### src/common/ct_cfg.svh
// Purpose: offsets, fields, codes and reset values of the counter/timer pair
// Assumes: 4-bit device register address, 32-bit AHB-Lite word addresses
// Notes:   all numbers shared by both ends live here
`ifndef CT_CFG_SVH
`define CT_CFG_SVH

// device register addresses
`define CT_A_CLK_SEL   4'h1
`define CT_A_CMD_A     4'h2
`define CT_A_AUX_CTRL  4'h4
`define CT_A_IRQ       4'h5
`define CT_A_CNT_HI    4'h6
`define CT_A_CNT_LO    4'h7
`define CT_A_CMD_B     4'ha
`define CT_A_START     4'he
`define CT_A_STOP      4'hf

// command codes, upper nibble of a command write
`define CT_CMD_TO_ON   4'ha
`define CT_CMD_TO_OFF  4'hc

// field positions
`define CT_RDY_BIT     3
`define CT_AUX_TIMER   6
`define CT_AUX_SRC_HI  5
`define CT_AUX_SRC_LO  4

// clock source codes of the aux control field
`define CT_SRC_X1      2'h0
`define CT_SRC_X1_16   2'h1
`define CT_SRC_EXT     2'h2

// prescaler terminal count for the x1/16 source
`define CT_PRE_LAST    4'hf

// reset values
`define CT_RST_BYTE    8'h00
`define CT_RST_CNT     16'h0000

// host register byte offsets
`define HOST_A_CMD     8'h00
`define HOST_A_STATUS  8'h04
`define HOST_A_RX_EV   8'h08

// host command and status word fields
`define HOST_CMD_RD    15
`define HOST_STAT_BUSY 8
`define HOST_STAT_IRQ  9

`endif

### src/common/ct_pkg.sv
// Purpose: shared types of the counter/timer pair
// Assumes: constants come from ct_cfg.svh
// Notes:   state codes are one-hot
package ct_pkg;

  // host sequencer states
  typedef enum logic [2:0] {
    H_IDLE = 3'b001,
    H_STRB = 3'b010,
    H_WAIT = 3'b100
  } host_state_t;

  // operating mode of the counter
  typedef enum logic [2:0] {
    M_COUNTER = 3'b001,
    M_TIMER   = 3'b010,
    M_TIMEOUT = 3'b100
  } ct_mode_t;

endpackage : ct_pkg

### src/common/ct_if.sv
// Purpose: byte register bus and receiver load events between host and counter
// Assumes: both ends run on the same hclk
// Notes:   wr and rd are one-cycle strobes
`timescale 1ns/1ps
interface ct_if;
  logic [3:0] addr;
  logic [7:0] wdata;
  logic       wr;
  logic       rd;
  logic [7:0] rdata;
  logic       rx_load_a;
  logic       rx_load_b;
  logic       irq_n;

  modport device (
    input  addr,
    input  wdata,
    input  wr,
    input  rd,
    output rdata,
    input  rx_load_a,
    input  rx_load_b,
    output irq_n
  );

  modport host (
    output addr,
    output wdata,
    output wr,
    output rd,
    input  rdata,
    output rx_load_a,
    output rx_load_b,
    input  irq_n
  );
endinterface : ct_if

### src/verilog/ct_device.sv
// Purpose: 16-bit counter/timer with receive time-out mode of a dual uart
// Assumes: byte register bus on ct_if, receiver loads as one-cycle pulses
// Notes:   counter clock is a tick from x1, x1/16 or the external pin
// Functional notes
// - timer mode count reads carry no meaning
// - counter-clocked receiver/transmitter runs 16x mode
// - divisor is input clock over 32 times baud
// - counter mode: reach zero, set ready, output low
// - after zero wrap and count silently
// - count reads return live counter value
// - command 0xA enables, 0xC disables time-out
// - start/stop ignored in time-out mode
// - rx load: one clock, reload, restart
// - expiry sets ready, masked interrupt follows
// - late character clears ready and interrupt
// - time-out-on clears ready, holds counter stopped
// - both channels on: restart on either load
// - software enables time-out on one channel; the bench turns it on for both A and B
// - idle irq status reads all zeros
// - software sets time-out above one character
// - start read loads divisor into counter
// - stop read clears counter ready
// - timer: square wave, ready each falling edge
// - aux control selects source and mode
`timescale 1ns/1ps
`include "ct_cfg.svh"
module ct_device (
  input  wire logic       hclk,
  input  wire logic       hresetn,
  ct_if.device            bus,
  input  wire logic       ext_clk_pin,
  output logic            ct_out,
  output logic      [3:0] ct_clk_sel,
  output logic      [3:0] os16_mode
);

  logic [7:0]  clk_sel_r, aux_ctrl_r, irq_mask_r, cnt_hi_r, cnt_lo_r, rdata_r;
  logic [15:0] cnt_r, cnt_nxt;
  logic [1:0]  pend_r, pend_nxt;
  logic [3:0]  sel_r, pre_r;
  logic        to_a_r, to_b_r, run_r, run_nxt, out_r, out_nxt, rdy_r, rdy_set;
  logic        irq_n_r, ext_s1_r, ext_s2_r, ext_s3_r;
  ct_pkg::ct_mode_t mode;

  // register decodes
  wire wr_clk_sel = bus.wr && (bus.addr == `CT_A_CLK_SEL);
  wire wr_aux     = bus.wr && (bus.addr == `CT_A_AUX_CTRL);
  wire wr_mask    = bus.wr && (bus.addr == `CT_A_IRQ);
  wire wr_hi      = bus.wr && (bus.addr == `CT_A_CNT_HI);
  wire wr_lo      = bus.wr && (bus.addr == `CT_A_CNT_LO);
  wire wr_cmd_a   = bus.wr && (bus.addr == `CT_A_CMD_A);
  wire wr_cmd_b   = bus.wr && (bus.addr == `CT_A_CMD_B);
  wire [3:0] cmd  = bus.wdata[7:4];
  wire on_a       = wr_cmd_a && (cmd == `CT_CMD_TO_ON);
  wire on_b       = wr_cmd_b && (cmd == `CT_CMD_TO_ON);
  wire off_a      = wr_cmd_a && (cmd == `CT_CMD_TO_OFF);
  wire off_b      = wr_cmd_b && (cmd == `CT_CMD_TO_OFF);
  wire to_on_cmd  = on_a || on_b;
  wire to_mode    = to_a_r || to_b_r;
  wire start_rd   = bus.rd && (bus.addr == `CT_A_START) && !to_mode;
  wire stop_rd    = bus.rd && (bus.addr == `CT_A_STOP) && !to_mode;
  wire rx_ev      = (bus.rx_load_a && to_a_r) || (bus.rx_load_b && to_b_r);
  wire [15:0] divisor = {cnt_hi_r, cnt_lo_r};
  wire [1:0] src  = aux_ctrl_r[`CT_AUX_SRC_HI:`CT_AUX_SRC_LO];
  wire pre_tick   = (pre_r == `CT_PRE_LAST);
  wire ext_tick   = ext_s2_r && !ext_s3_r;
  wire tick       = (src == `CT_SRC_X1)    ? 1'b1 :
                    (src == `CT_SRC_EXT)   ? ext_tick :
                    pre_tick;
  assign mode     = to_mode ? ct_pkg::M_TIMEOUT :
                    aux_ctrl_r[`CT_AUX_TIMER] ? ct_pkg::M_TIMER : ct_pkg::M_COUNTER;

  wire cnt_last   = (cnt_r <= 16'h0001);
  wire [15:0] cnt_dec = cnt_r - 16'h0001;

  // next state of the counter in each mode
  always_comb
  begin
    cnt_nxt  = cnt_r;
    run_nxt  = run_r;
    out_nxt  = out_r;
    pend_nxt = pend_r;
    rdy_set  = 1'b0;
    case (mode)
      ct_pkg::M_TIMEOUT:
      begin
        if (rx_ev)
          pend_nxt = 2'b01;
        else if (tick)
        begin
          if (pend_r == 2'b01)
          begin
            cnt_nxt  = cnt_dec;
            run_nxt  = 1'b0;
            pend_nxt = 2'b10;
          end
          else if (pend_r == 2'b10)
          begin
            cnt_nxt  = divisor;
            run_nxt  = 1'b1;
            pend_nxt = 2'b00;
          end
          else if (run_r)
          begin
            cnt_nxt = cnt_dec;
            if (cnt_last)
            begin
              cnt_nxt = `CT_RST_CNT;
              run_nxt = 1'b0;
              rdy_set = 1'b1;
            end
          end
        end
      end
      ct_pkg::M_TIMER:
      begin
        if (start_rd)
          cnt_nxt = divisor;
        else if (tick)
        begin
          cnt_nxt = cnt_dec;
          if (cnt_last)
          begin
            cnt_nxt = divisor;
            out_nxt = !out_r;
            rdy_set = out_r;
          end
        end
      end
      default:
      begin
        if (start_rd)
        begin
          cnt_nxt = divisor;
          run_nxt = 1'b1;
          out_nxt = 1'b1;
        end
        else if (stop_rd)
          run_nxt = 1'b0;
        else if (tick && run_r)
        begin
          cnt_nxt = cnt_dec;
          if ((cnt_r == 16'h0001) && out_r)
          begin
            out_nxt = 1'b0;
            rdy_set = 1'b1;
          end
        end
      end
    endcase
    // time-out-on stops in any mode, and no set survives it
    if (to_on_cmd)
    begin
      run_nxt  = 1'b0;
      pend_nxt = 2'b00;
      rdy_set  = 1'b0;
    end
  end

  // counter state, external pin synchroniser and x1/16 prescaler
  always_ff @(posedge hclk or negedge hresetn)
  begin
    if (!hresetn)
    begin
      cnt_r    <= `CT_RST_CNT;
      run_r    <= 1'b0;
      out_r    <= 1'b1;
      pend_r   <= 2'b00;
      ext_s1_r <= 1'b0;
      ext_s2_r <= 1'b0;
      ext_s3_r <= 1'b0;
      pre_r    <= 4'h0;
    end
    else
    begin
      cnt_r    <= cnt_nxt;
      run_r    <= run_nxt;
      out_r    <= out_nxt;
      pend_r   <= pend_nxt;
      ext_s1_r <= ext_clk_pin;
      ext_s2_r <= ext_s1_r;
      ext_s3_r <= ext_s2_r;
      pre_r    <= pre_r + 4'h1;
    end
  end

  // ready flag, set beats clear; per-channel time-out enables
  wire rdy_clr = stop_rd || rx_ev || to_on_cmd;
  always_ff @(posedge hclk or negedge hresetn)
  begin
    if (!hresetn)
    begin
      rdy_r  <= 1'b0;
      to_a_r <= 1'b0;
      to_b_r <= 1'b0;
    end
    else
    begin
      rdy_r  <= rdy_set || (rdy_r && !rdy_clr);
      to_a_r <= on_a || (to_a_r && !off_a);
      to_b_r <= on_b || (to_b_r && !off_b);
    end
  end

  // software written registers
  always_ff @(posedge hclk or negedge hresetn)
  begin
    if (!hresetn)
    begin
      clk_sel_r  <= `CT_RST_BYTE;
      aux_ctrl_r <= `CT_RST_BYTE;
      irq_mask_r <= `CT_RST_BYTE;
      cnt_hi_r   <= `CT_RST_BYTE;
      cnt_lo_r   <= `CT_RST_BYTE;
    end
    else
    begin
      if (wr_clk_sel) clk_sel_r <= bus.wdata;
      if (wr_aux) aux_ctrl_r <= bus.wdata;
      if (wr_mask) irq_mask_r <= bus.wdata;
      if (wr_hi) cnt_hi_r <= bus.wdata;
      if (wr_lo) cnt_lo_r <= bus.wdata;
    end
  end

  // read data, live count and status
  wire [7:0] rd_irq = {7'h00, rdy_r} << `CT_RDY_BIT;
  wire [7:0] rd_val = (bus.addr == `CT_A_IRQ)    ? rd_irq :
                      (bus.addr == `CT_A_CNT_HI) ? cnt_r[15:8] :
                      (bus.addr == `CT_A_CNT_LO) ? cnt_r[7:0] :
                      `CT_RST_BYTE;

  wire irq_req = rdy_r && irq_mask_r[`CT_RDY_BIT];

  // outputs and read data
  always_ff @(posedge hclk or negedge hresetn)
  begin
    if (!hresetn)
    begin
      rdata_r <= `CT_RST_BYTE;
      irq_n_r <= 1'b1;
      sel_r   <= 4'h0;
    end
    else
    begin
      if (bus.rd) rdata_r <= rd_val;
      irq_n_r <= !irq_req;
      sel_r   <= clk_sel_r[3:0];
    end
  end

  // counter-clocked units forced to 16x, same flops as the select
  assign bus.rdata  = rdata_r;
  assign bus.irq_n  = irq_n_r;
  assign ct_out     = out_r;
  assign ct_clk_sel = sel_r;
  assign os16_mode  = sel_r;

endmodule : ct_device

### src/flat_wrapper.sv
// flat-port wrapper written by rule: the top's interface ports become plain ports
module ct_device_flat 
  (hclk, hresetn, ext_clk_pin, ct_out, ct_clk_sel, os16_mode, bus_addr, bus_wdata, bus_wr, bus_rd, bus_rdata, bus_rx_load_a, bus_rx_load_b, bus_irq_n);
  ct_if bus_i ();
  input  wire logic hclk;
  input  wire logic hresetn;
  input  wire logic ext_clk_pin;
  output logic ct_out;
  output logic      [3:0] ct_clk_sel;
  output logic      [3:0] os16_mode;
  input wire logic [$bits(bus_i.addr)-1:0] bus_addr;
  input wire logic [$bits(bus_i.wdata)-1:0] bus_wdata;
  input wire logic [$bits(bus_i.wr)-1:0] bus_wr;
  input wire logic [$bits(bus_i.rd)-1:0] bus_rd;
  output wire logic [$bits(bus_i.rdata)-1:0] bus_rdata;
  input wire logic [$bits(bus_i.rx_load_a)-1:0] bus_rx_load_a;
  input wire logic [$bits(bus_i.rx_load_b)-1:0] bus_rx_load_b;
  output wire logic [$bits(bus_i.irq_n)-1:0] bus_irq_n;
  assign bus_i.addr = bus_addr;
  assign bus_i.wdata = bus_wdata;
  assign bus_i.wr = bus_wr;
  assign bus_i.rd = bus_rd;
  assign bus_rdata = bus_i.rdata;
  assign bus_i.rx_load_a = bus_rx_load_a;
  assign bus_i.rx_load_b = bus_rx_load_b;
  assign bus_irq_n = bus_i.irq_n;
  ct_device u_core (.hclk(hclk), .hresetn(hresetn), .bus(bus_i), .ext_clk_pin(ext_clk_pin), .ct_out(ct_out), .ct_clk_sel(ct_clk_sel), .os16_mode(os16_mode));
endmodule
### config.mk
export PLATFORM = sky130hd
export DESIGN_NAME = ct_device_flat
export DESIGN_NICKNAME = d
export VERILOG_FILES = /design/src/common/ct_pkg.sv /design/src/common/ct_if.sv /design/src/verilog/ct_device.sv /design/src/flat_wrapper.sv
export VERILOG_INCLUDE_DIRS = /design/src /design/src/common
export SDC_FILE = /design/constraint.sdc
export NUM_CORES = 1
export LEC_CHECK = 0
export BUFFER_PORTS_ARGS = -buffer_cell sky130_fd_sc_hd__buf_4
export CORE_MARGIN = 2
export CORE_UTILIZATION = 32
export CTS_BUF_LIST = sky130_fd_sc_hd__clkbuf_2 sky130_fd_sc_hd__clkbuf_4 sky130_fd_sc_hd__clkbuf_8
export DETAILED_ROUTE_END_ITERATION = 8
export MAX_ROUTING_LAYER = met4
export PLACE_DENSITY = 0.52
export SYNTH_ARGS = -nofsm -noshare
export SYNTH_HDL_FRONTEND = slang
export SYNTH_SLANG_ARGS = --single-unit
### constraint.sdc
create_clock -name hclk -period 4.6 [get_ports hclk]
set_input_delay 1.15 -clock hclk [delete_from_list [all_inputs] [get_ports hclk]]
set_output_delay 1.15 -clock hclk [all_outputs]
set_load 0.01 [all_outputs]
# Word level (Yosys, flattened, before mapping)
# Cells that the tools add are included.
word_totals:
  regBits: 74
  elab_cells: 163
op_classes:
  addsub: 2
  magnitude_cmp: 1
  n_eq_ne: 30
  muxes: 59
  bitwise: 1
  n_reduce_logical: 51
op_table:
  columns: ["op", "count"]
  rows:
  - ["$mux 16", 12]
  - ["$mux 1", 32]
  - ["$pmux 16 s2", 1]
  - ["$eq 4x4->1 const B", 6]
  - ["$logic_and 1x1->1", 24]
  - ["$mux 8", 3]
  - ["$eq 16x1->1 const B", 1]
  - ["$eq 4x3->1 const B", 4]
  - ["$le 16x1->1 const B", 1]
  - ["$sub 16x1->16 const B", 1]
  - ["$mux 2", 7]
  - ["$reduce_bool 4->1", 3]
  - ["$reduce_bool 3->1", 3]
  - ["$logic_or 1x1->1", 8]
  - ["$ne 2x1->1 const B", 4]
  - ["$logic_not 1->1", 7]
  - ["$reduce_and 7->1", 1]
  - ["$ne 3x1->1 const B", 2]
  - ["$ne 3x2->1 const B", 2]
  - ["$pmux 1 s2", 3]
  - ["$reduce_and 6->1", 1]
  - ["$add 4x1->4 const B", 1]
  - ["$eq 2x2->1 const B", 2]
  - ["$eq 4x1->1 const B", 1]
  - ["13 further kinds", 14]

# Logic depth before layout (Yosys ltp)
# Gate-level depths: netlist (run 1).
depth:
  word_depth: 11
  ltp_mapped: 9
  ltp_nobuf: 8

# Worst setup path after synthesis (run 1)
# No wires, ideal clock.
synth_timing:
  path_kind: "input port to flip-flop"
  startpoint: "input port bus_addr[1]"
  endpoint: "register u_core.cnt_r[3]"
  arrival_ns: 2.480
  t_required_ns: 4.465
  slack_ns: 1.985
  path_stages: 9
  n_path_buf: 3
  cell_sequence: "buf_2 -> nand2b_1 -> nor2_1 -> nand2_1 -> a21o_1 -> buf_2 -> clkbuf_1 -> nand2_1 -> o31ai_1"
synth_between:
  elab_chain_cells: 5
  elab_cells_between_ends: 13
  cone_classes: "eq/ne: 4; mux: 3; reduce/logical: 6"
synth_rtl:
  columns: ["item", "line_no", "source"]
  rows:
  - ["from (decl)", "flat_wrapper.sv:11", "input wire logic [$bits(bus_i.addr)-1:0] bus_addr;"]
  - ["$eq 4x4->1 (no source line)", null, null]
  - ["$logic_and 1x1->1, on equally long branches (2 in series)", "ct_device.sv:61, ct_device.sv:60", null]
  - ["$ne 4x3->1 (no source line) (tied with other cells)", null, null]
  - ["$reduce_and 6->1 (no source line) / $pmux 16 s2 (equally long branches)", null, null]
  - ["to (signal assigned)", "ct_device.sv:165", "cnt_r <= `CT_RST_CNT;"]
  - ["to (signal assigned)", "ct_device.sv:176", "cnt_r <= cnt_nxt;"]
  - ["to (decl)", "ct_device.sv:38", "logic [15:0] cnt_r, cnt_nxt;"]
# Parallel ways exist; a longest one is shown, timed or not.
# A chain may end at the register's enable or synchronous reset.

# Final worst setup path (run 1)
layout_timing:
  startpoint: "input port bus_addr[0]"
  endpoint: "register u_core.cnt_r[2]"
# The elaborated chain is that of the path after synthesis.

==> results of run 1 <==
[kinds of logic after synthesis]
kind of cell	synth area share [%]
simple gates	16.1
buf+inv	4.90
xor+xnor	0.756
mux	13.0
compound gates	15.2
fa+ha+maj	1.80
flops	48.3
[stage by stage]
stage | utilization (%) | power, mW | hold slack [ps] | cells | cell area (µm²)
finish | 38.0 | 1.98 | 353 | 514 | 4060
CTS | 38.0 | 2.00 | 356 | 514 | 4060
detailed placement | 35.9 | 1.43 | 338 | 498 | 3840
global placement | 35.9 | 1.43 | 335 | 498 | 3840
floorplan | - | 1.25 | 331 | 336 | 3480
global route | 38.0 | 2.12 | 370 | 514 | 4060
[cell usage in the layout, fill, tap and decap left out, types with 6 or more instances in the layout]
cell type | Yosys | layout
nand2_1 | 28 | 28
mux2_2 | 33 | 33
nor3_1 | 12 | 12
o21ai_0 | 6 | 6
clkbuf_8 | 0 | 9
inv_1 | 21 | 21
a32oi_1 | 12 | 12
a21oi_1 | 20 | 20
nor2_1 | 23 | 23
nand2b_1 | 6 | 6
nand3_1 | 12 | 12
buf_4 | 4 | 37
o22ai_1 | 13 | 13
dfrtp_1 | 65 | 65
mux2i_1 | 8 | 8
[final timing paths]
check / endpoint / startpoint / cells after the start
max: u_core.cnt_r[2] / bus_addr[0] / 7
max reg2reg: u_core.cnt_r[14] / u_core.cnt_r[7] / 7
max in group asynchronous: u_core.cnt_r[15] / hresetn / 1
min in group asynchronous: u_core.pre_r[0] / hresetn / 1
min reg2reg: u_core.ext_s2_r / u_core.ext_s1_r / 0
min: u_core.ext_s2_r / u_core.ext_s1_r / 0
[cell usage after synthesis, types with 5 or more instances]
| cell type | count |
|---|---|
| nor4_1 | 5 |
| mux2i_1 | 8 |
| o22ai_1 | 13 |
| mux2_2 | 33 |
| inv_1 | 21 |
| o21ai_0 | 6 |
| a32oi_1 | 12 |
| nor2_1 | 23 |
| a21oi_1 | 20 |
| nand3_1 | 12 |
| nand2b_1 | 6 |
| nand2_1 | 28 |
| nor3_1 | 12 |
| ha_1 | 5 |
| dfrtp_1 | 65 |
[power by group through the flow]
stage	clock (mW)	combinational, mW	sequential (mW)
2_1_floorplan	0	0.391	0.855
3_3_place_gp	0	0.523	0.905
3_5_place_dp	0	0.529	0.903
4_1_cts	0.574	0.532	0.893
5_1_grt	0.602	0.597	0.918
6_report	0.556	0.531	0.896
[registers in the layout, indices dropped and copies added (netlist names), 2 cells and up]
| signal | flops |
|---|---|
| u_core.cnt_r | 16 |
| u_core.bus.rdata | 8 |
| u_core.cnt_hi_r | 8 |
| u_core.cnt_lo_r | 8 |
| u_core.clk_sel_r | 4 |
| u_core.ct_clk_sel | 4 |
| u_core.pre_r | 4 |
| u_core.aux_ctrl_r | 3 |
| u_core.pend_r | 2 |
[worst reg2reg max path: cells and delay by family (launching register included)]
family / cells / cell delay [ps]
and+or+nand+nor: 3 / 880
AOI/OAI and AO/OA: 3 / 780
DFF: 1 / 430
buffers and inverters: 1 / 230
[final cells by class]
cell class	count	area, µm²	area share (%)
Clock inverter	7	98.8	2.43
Tap cell	140	175	4.31
Timing Repair Buffer	37	278	6.84
Inverter	21	78.8	1.94
Multi-Input combinational cell	233	1630	40.1
Sequential cell	67	1680	41.4
Clock buffer	9	124	3.05
[per-layer routing]
layer	global-route usage [%]	wire length (µm)	share of wire, %
met1	23.5	4130	48
met2	24.1	3850	45
met3	2.71	474	5.5
met4	6.68	130	1.5
met5	-	0	0
==> out/results.ini, run 1 <==
[place]
place_congestion = 0.931
dp.final_hpwl_um = 6040
numPortBuffers = 36
pre_cts_slack_ps = 1450

[timing]
slew-limit-headroom_pct = 36.6
period_minus_slack_ps = 2810
fin_setup_tns_ps = 0
drv_slew = 0
hold_viol_final = 0
tightest_slew_ps = 942
rsz0062_at_grt = false
finalCritPeriodShare_pct = 61.0
setup_viol = 0
layout_setup_ws_ps = 1790
skew_ps = 5.10
max_freq_mhz = 356

[finish]
n_fill_cell = 1070
antenna_cells = 0
layout-drive-gt1-share_pct = 25.7
nNetsFinal = 393
area_growth_pct = 16.8

[logic_synthesis]
yosysSeqAreaShare_pct = 48.3
ys_ff_latch = 67
syn-cell-area_mm2 = 0.00348
syn_area_per_cell_um2 = 10.3
synth_top_area_share_pct = 46.8
yosys_warnings = 0
async_flop_share_pct = 100
synth_top_cells_by_area = dfrtp_1, mux2_2, nand2_1
ys.flop_type = dfrtp_1
syn-num-nets = 360
synth_edf_count = 0
synth.largest_area_cell = dfrtp_1
ys_types = 51
synthCells = 336

[route]
drtIter0Drc = 213
routed_wl_um = 8580
first_pass_iters = 4
wl_per_cell_um = 16.7
viasPerCell = 5.31
ant_nets = 0
drc = 0
via_count = 2729

[die]
dieArea_mm2 = 0.0117
core_mm2 = 0.0107
fp-row-count = 38
initial_utilization_pct = 32.5
fp.dieH_um = 108
top_level_ports = 37
die_width_um = 108

[setup_path]
crit_chain = buf_4 > nand2b_1 > nor2_1 > nand2_1 > a21o_1 > a21oi_1 > o22ai_1
crit_path_end_kind = flop
critPathKind = in2reg
slowest_delay_ps = 570
path_max_fanout = 29
ff2ff_setup_slack_ps = 2120
crit_family = compound AO/OA/AOI/OAI gates
crit_path_start_kind = primary input
cp_slowest_cell = a21o_1
cp.arrival_ps = 3000
cp_num_buf_inv = 1
cp.required_ps = 4790

[global_routing]
grtUsageTotal_pct = 16.7
grt_pass1_vias = 2709
antenna_found_initial = 0
grt_max_degree = 68
grt_pass1_wl_um = 14600
gr-total-overflow = 0

[power_and_ir_drop]
ir_worst_vdd_v = 0.000264
p_per_area_mw_per_mm2 = 488
power_leakage_nw = 1.75
switching_share_pct = 35.5
pwr-share-seq_pct = 45.2
power.internal_mw = 1.28
p_comb_share_pct = 26.8
pwr-share-clk_pct = 28.0
switching_power_uw = 705

[clock_tree]
cts_max_path_buffers = 2
cts.htree.levels = 3
cts_made_buffers = 9
clock_latency_ps = 350
clkSinkCount = 67
path_clk_slew_ps = 80
cts-resized-gates = 0
root_buffer = clkbuf_8
cts_hold_buf = 0
post-cts-setup-buffer-count = 0
cts_tree = yes

[run_status]
status = completed

[flow_run]
maxCapViolCount = 0

[min_path]
hold_path_class = reg2reg

Note: power is estimated with default switching activity, not from simulation.
==> run 2, diff against run 1 <==
- ABC_AREA: not set -> 1
- PLACE_DENSITY: 0.52 -> 0.51
- clock period: 4.6 -> 2.8 ns (I/O delays scaled with it)
==> run 2 against run 1 <==
Compared with the run above: global-route usage rose by 1.8 points; clock power rose by 62%; critical endpoint is now u_core.cnt_r[8]; largest cell class is now multi-input combinational cells; hold slack improved by 0.98 ps; design area rose by 11%; sequential share of layout area fell by 4.1 points; power rose by 99%; routed wire length rose by 27%.
==> out/results.ini, run 2 <==
[clock_tree]
clock_latency_ps = 360  ; about the same
cts_max_path_buffers = 2  ; unchanged
cts_hold_buf = 0  ; unchanged
root_buffer = clkbuf_8
post-cts-setup-buffer-count = 0  ; unchanged
cts-resized-gates = 0  ; unchanged
cts_tree = yes
clkSinkCount = 67  ; unchanged
path_clk_slew_ps = 70  ; about the same
cts.htree.levels = 3  ; unchanged
cts_made_buffers = 9  ; unchanged

[timing]
rsz0062_at_grt = false
tightest_slew_ps = 876  ; -65.5 ps
setup_viol = 0  ; unchanged
layout_setup_ws_ps = 470  ; -1320 ps
drv_slew = 0  ; unchanged
hold_ws_ps = 354  ; +0.977 ps
hold_viol_final = 0  ; unchanged
period_minus_slack_ps = 2330
max_freq_mhz = 429
skew_ps = 8.43  ; +3.33 ps
fin_setup_tns_ps = 0  ; unchanged
finalCritPeriodShare_pct = 83.2
slew-limit-headroom_pct = 41.6  ; +4.9 points

[setup_path]
path_depth = 11  ; +4
cp_num_buf_inv = 2  ; +1
cp.arrival_ps = 2590  ; -410 ps
path_max_fanout = 12  ; -59%
worst-r2r-cell-count = 11  ; +4
slowest_delay_ps = 410  ; -160 ps
cp.required_ps = 3060  ; -1730 ps
critPathLaunch = u_core.cnt_r[0]
crit_family = simple AND/OR/NAND/NOR gates
r2r_start = u_core.cnt_r[0]
crit_path_start_kind = flop
cp_slowest_cell = dfrtp_1
crit_chain = inv_1 > ha_1 > nand2_1 > a21oi_1 > nand2_1 > o21ai_1 > nand2_2 > nand2_1 > nand2_1 > inv_1 > nand2_1
critPathMostFrequentCell = nand2_1
critPathKind = reg2reg
crit_path_end_kind = flop

[logic_synthesis]
syn-cell-area_mm2 = 0.00392  ; +13%
syn_area_per_cell_um2 = 7.24  ; -30%
synth_top_cells_by_area = dfrtp_1, nand2_1, inv_1
ys_ff_latch = 67  ; unchanged
yosys_warnings = 0  ; unchanged
synth.largest_area_cell = dfrtp_1
synthCells = 541  ; +61%
async_flop_share_pct = 100  ; unchanged
ys_top_cells_by_count = nand2_1, inv_1, dfrtp_1
synth_most_common_cell = nand2_1
ys_types = 36  ; -29%
syn-num-nets = 565  ; +57%
yosysSeqAreaShare_pct = 42.8  ; -5.5 points
ys.flop_type = dfrtp_1
synth_top_area_share_pct = 41.5  ; -5.3 points
synth_edf_count = 0  ; unchanged

[route]
viasPerCell = 4.91  ; -7.4%
drc = 0  ; unchanged
ant_nets = 0  ; unchanged
via_count = 3573  ; +31%
first_pass_iters = 5  ; +1
drtIter0Drc = 261  ; +23%
wl_per_cell_um = 14.9  ; -11%
routed_wl_um = 10900  ; +27%

[die]
fp-row-count = 40  ; +5.3%
initial_utilization_pct = 32.8  ; +0.27 points
fp.dieH_um = 115  ; +6.0%
top_level_ports = 37  ; unchanged
core_mm2 = 0.0120  ; +12%
dieArea_mm2 = 0.0131  ; +12%
die_width_um = 115  ; +6.0%

[finish]
multi_input_area_mm2 = 0.00185  ; +14%
layout_common_cells = nand2_1, inv_1, dfrtp_1
final_common_cell = nand2_1
layout-drive-gt1-share_pct = 13.4  ; -12 points
regArea_mm2 = 0.00168  ; unchanged
stdcell_area_mm2 = 0.00450  ; +11%
antenna_cells = 0  ; unchanged
top_register = u_core.cnt_r
nNetsFinal = 599  ; +52%
stdcell_count = 727  ; +41%
n_fill_cell = 1298  ; +21%
area_growth_pct = 14.9
largest_reg_flops = 16  ; unchanged
fin_util_pct = 37.6  ; -0.32 points

[min_path]
hold_path_class = reg2reg
hp-start = u_core.ext_s1_r
holdPathStages = 0  ; unchanged

[power_and_ir_drop]
ir_worst_vdd_v = 0.000338  ; +28%
p_per_area_mw_per_mm2 = 876  ; +79%
power.total_mw = 3.94  ; +99%
power_leakage_nw = 2.25  ; +29%

[global_routing]
antenna_found_initial = 0  ; unchanged
gr-total-overflow = 0  ; unchanged
grt_pass1_wl_um = 18000  ; +23%
grt_max_degree = 68  ; unchanged
grt_pass1_vias = 3444  ; +27%
grtUsageTotal_pct = 18.5  ; +1.8 points

[place]
place_area_mm2 = 0.00429  ; +12%
place_inst = 711  ; +43%
numPortBuffers = 36  ; unchanged
pre_cts_slack_ps = 410  ; -1040 ps
dp.final_hpwl_um = 8270  ; +37%
place_congestion = 0.856  ; -8.0%

[run_status]
status = completed

[flow_run]
maxCapViolCount = 0  ; unchanged

[run 2: cell count changes in the layout (fill, tap and decap cells not counted), moves of 6 or more]
cell / delta
a32oi_1: -12
inv_1: +48
mux2_2: -33
mux2i_1: -8
nand2_1: +113
nand2b_1: -6
nand3_1: +35
nand4_1: +12
nor2_1: +38
nor3_1: -9
o21ai_0: +45
o22ai_1: -7
[run 2: cell families after synthesis]
family / synth area share, %
AOI/OAI and AO/OA: 11.6
xor gates and xnor gates: 2.01
adders and majority gates: 1.60
buffers and inverters: 9.99
DFF: 42.8
and+or+nand+nor: 32.0
[run 2: where the power goes]
part           switching [mW]  internal, mW  leakage (nW)
sequential              0.262          1.23         0.820
combinational           0.998         0.555          1.32
clock                   0.383         0.518         0.110
[run 2: path summary, 6_finish.rpt]
kind | end | slack, ps
worst max-delay path | u_core.cnt_r[8] | 470
max in group asynchronous | u_core.cnt_hi_r[3] | 1770
worst min-delay path | u_core.ext_s2_r | 350
worst max register to register | u_core.cnt_r[8] | 470
worst min register to register | u_core.ext_s2_r | 350
min in group asynchronous | u_core.bus.rdata[4] | 450
[run 2: metal layers]
layer / vias up / global-route usage (%) / wire (µm)
met3: 18 / 4.29 / 485
met2: 75 / 28.7 / 4980
li1: 1807 / - / -
met1: 1673 / 24.0 / 5220
met5: - / - / 0
met4: 0 / 6.02 / 184
[run 2: worst register-to-register path, cell delays in order (launching register included)]
cell     delay (ps)
dfrtp_1         410
inv_1           150
ha_1            230
nand2_1         130
a21oi_1         210
nand2_1         290
o21ai_1         350
nand2_2         220
nand2_1         120
nand2_1          50
inv_1            40
nand2_1          40
[run 2: final cells by class]
class	instances	share of cell area, %
clock inverter	5	1.72
tap	147	4.09
timing repair buffer	39	6.50
clock buffer	11	3.09
inverter	73	6.25
multi-input combinational	385	41.1
sequential	67	37.3
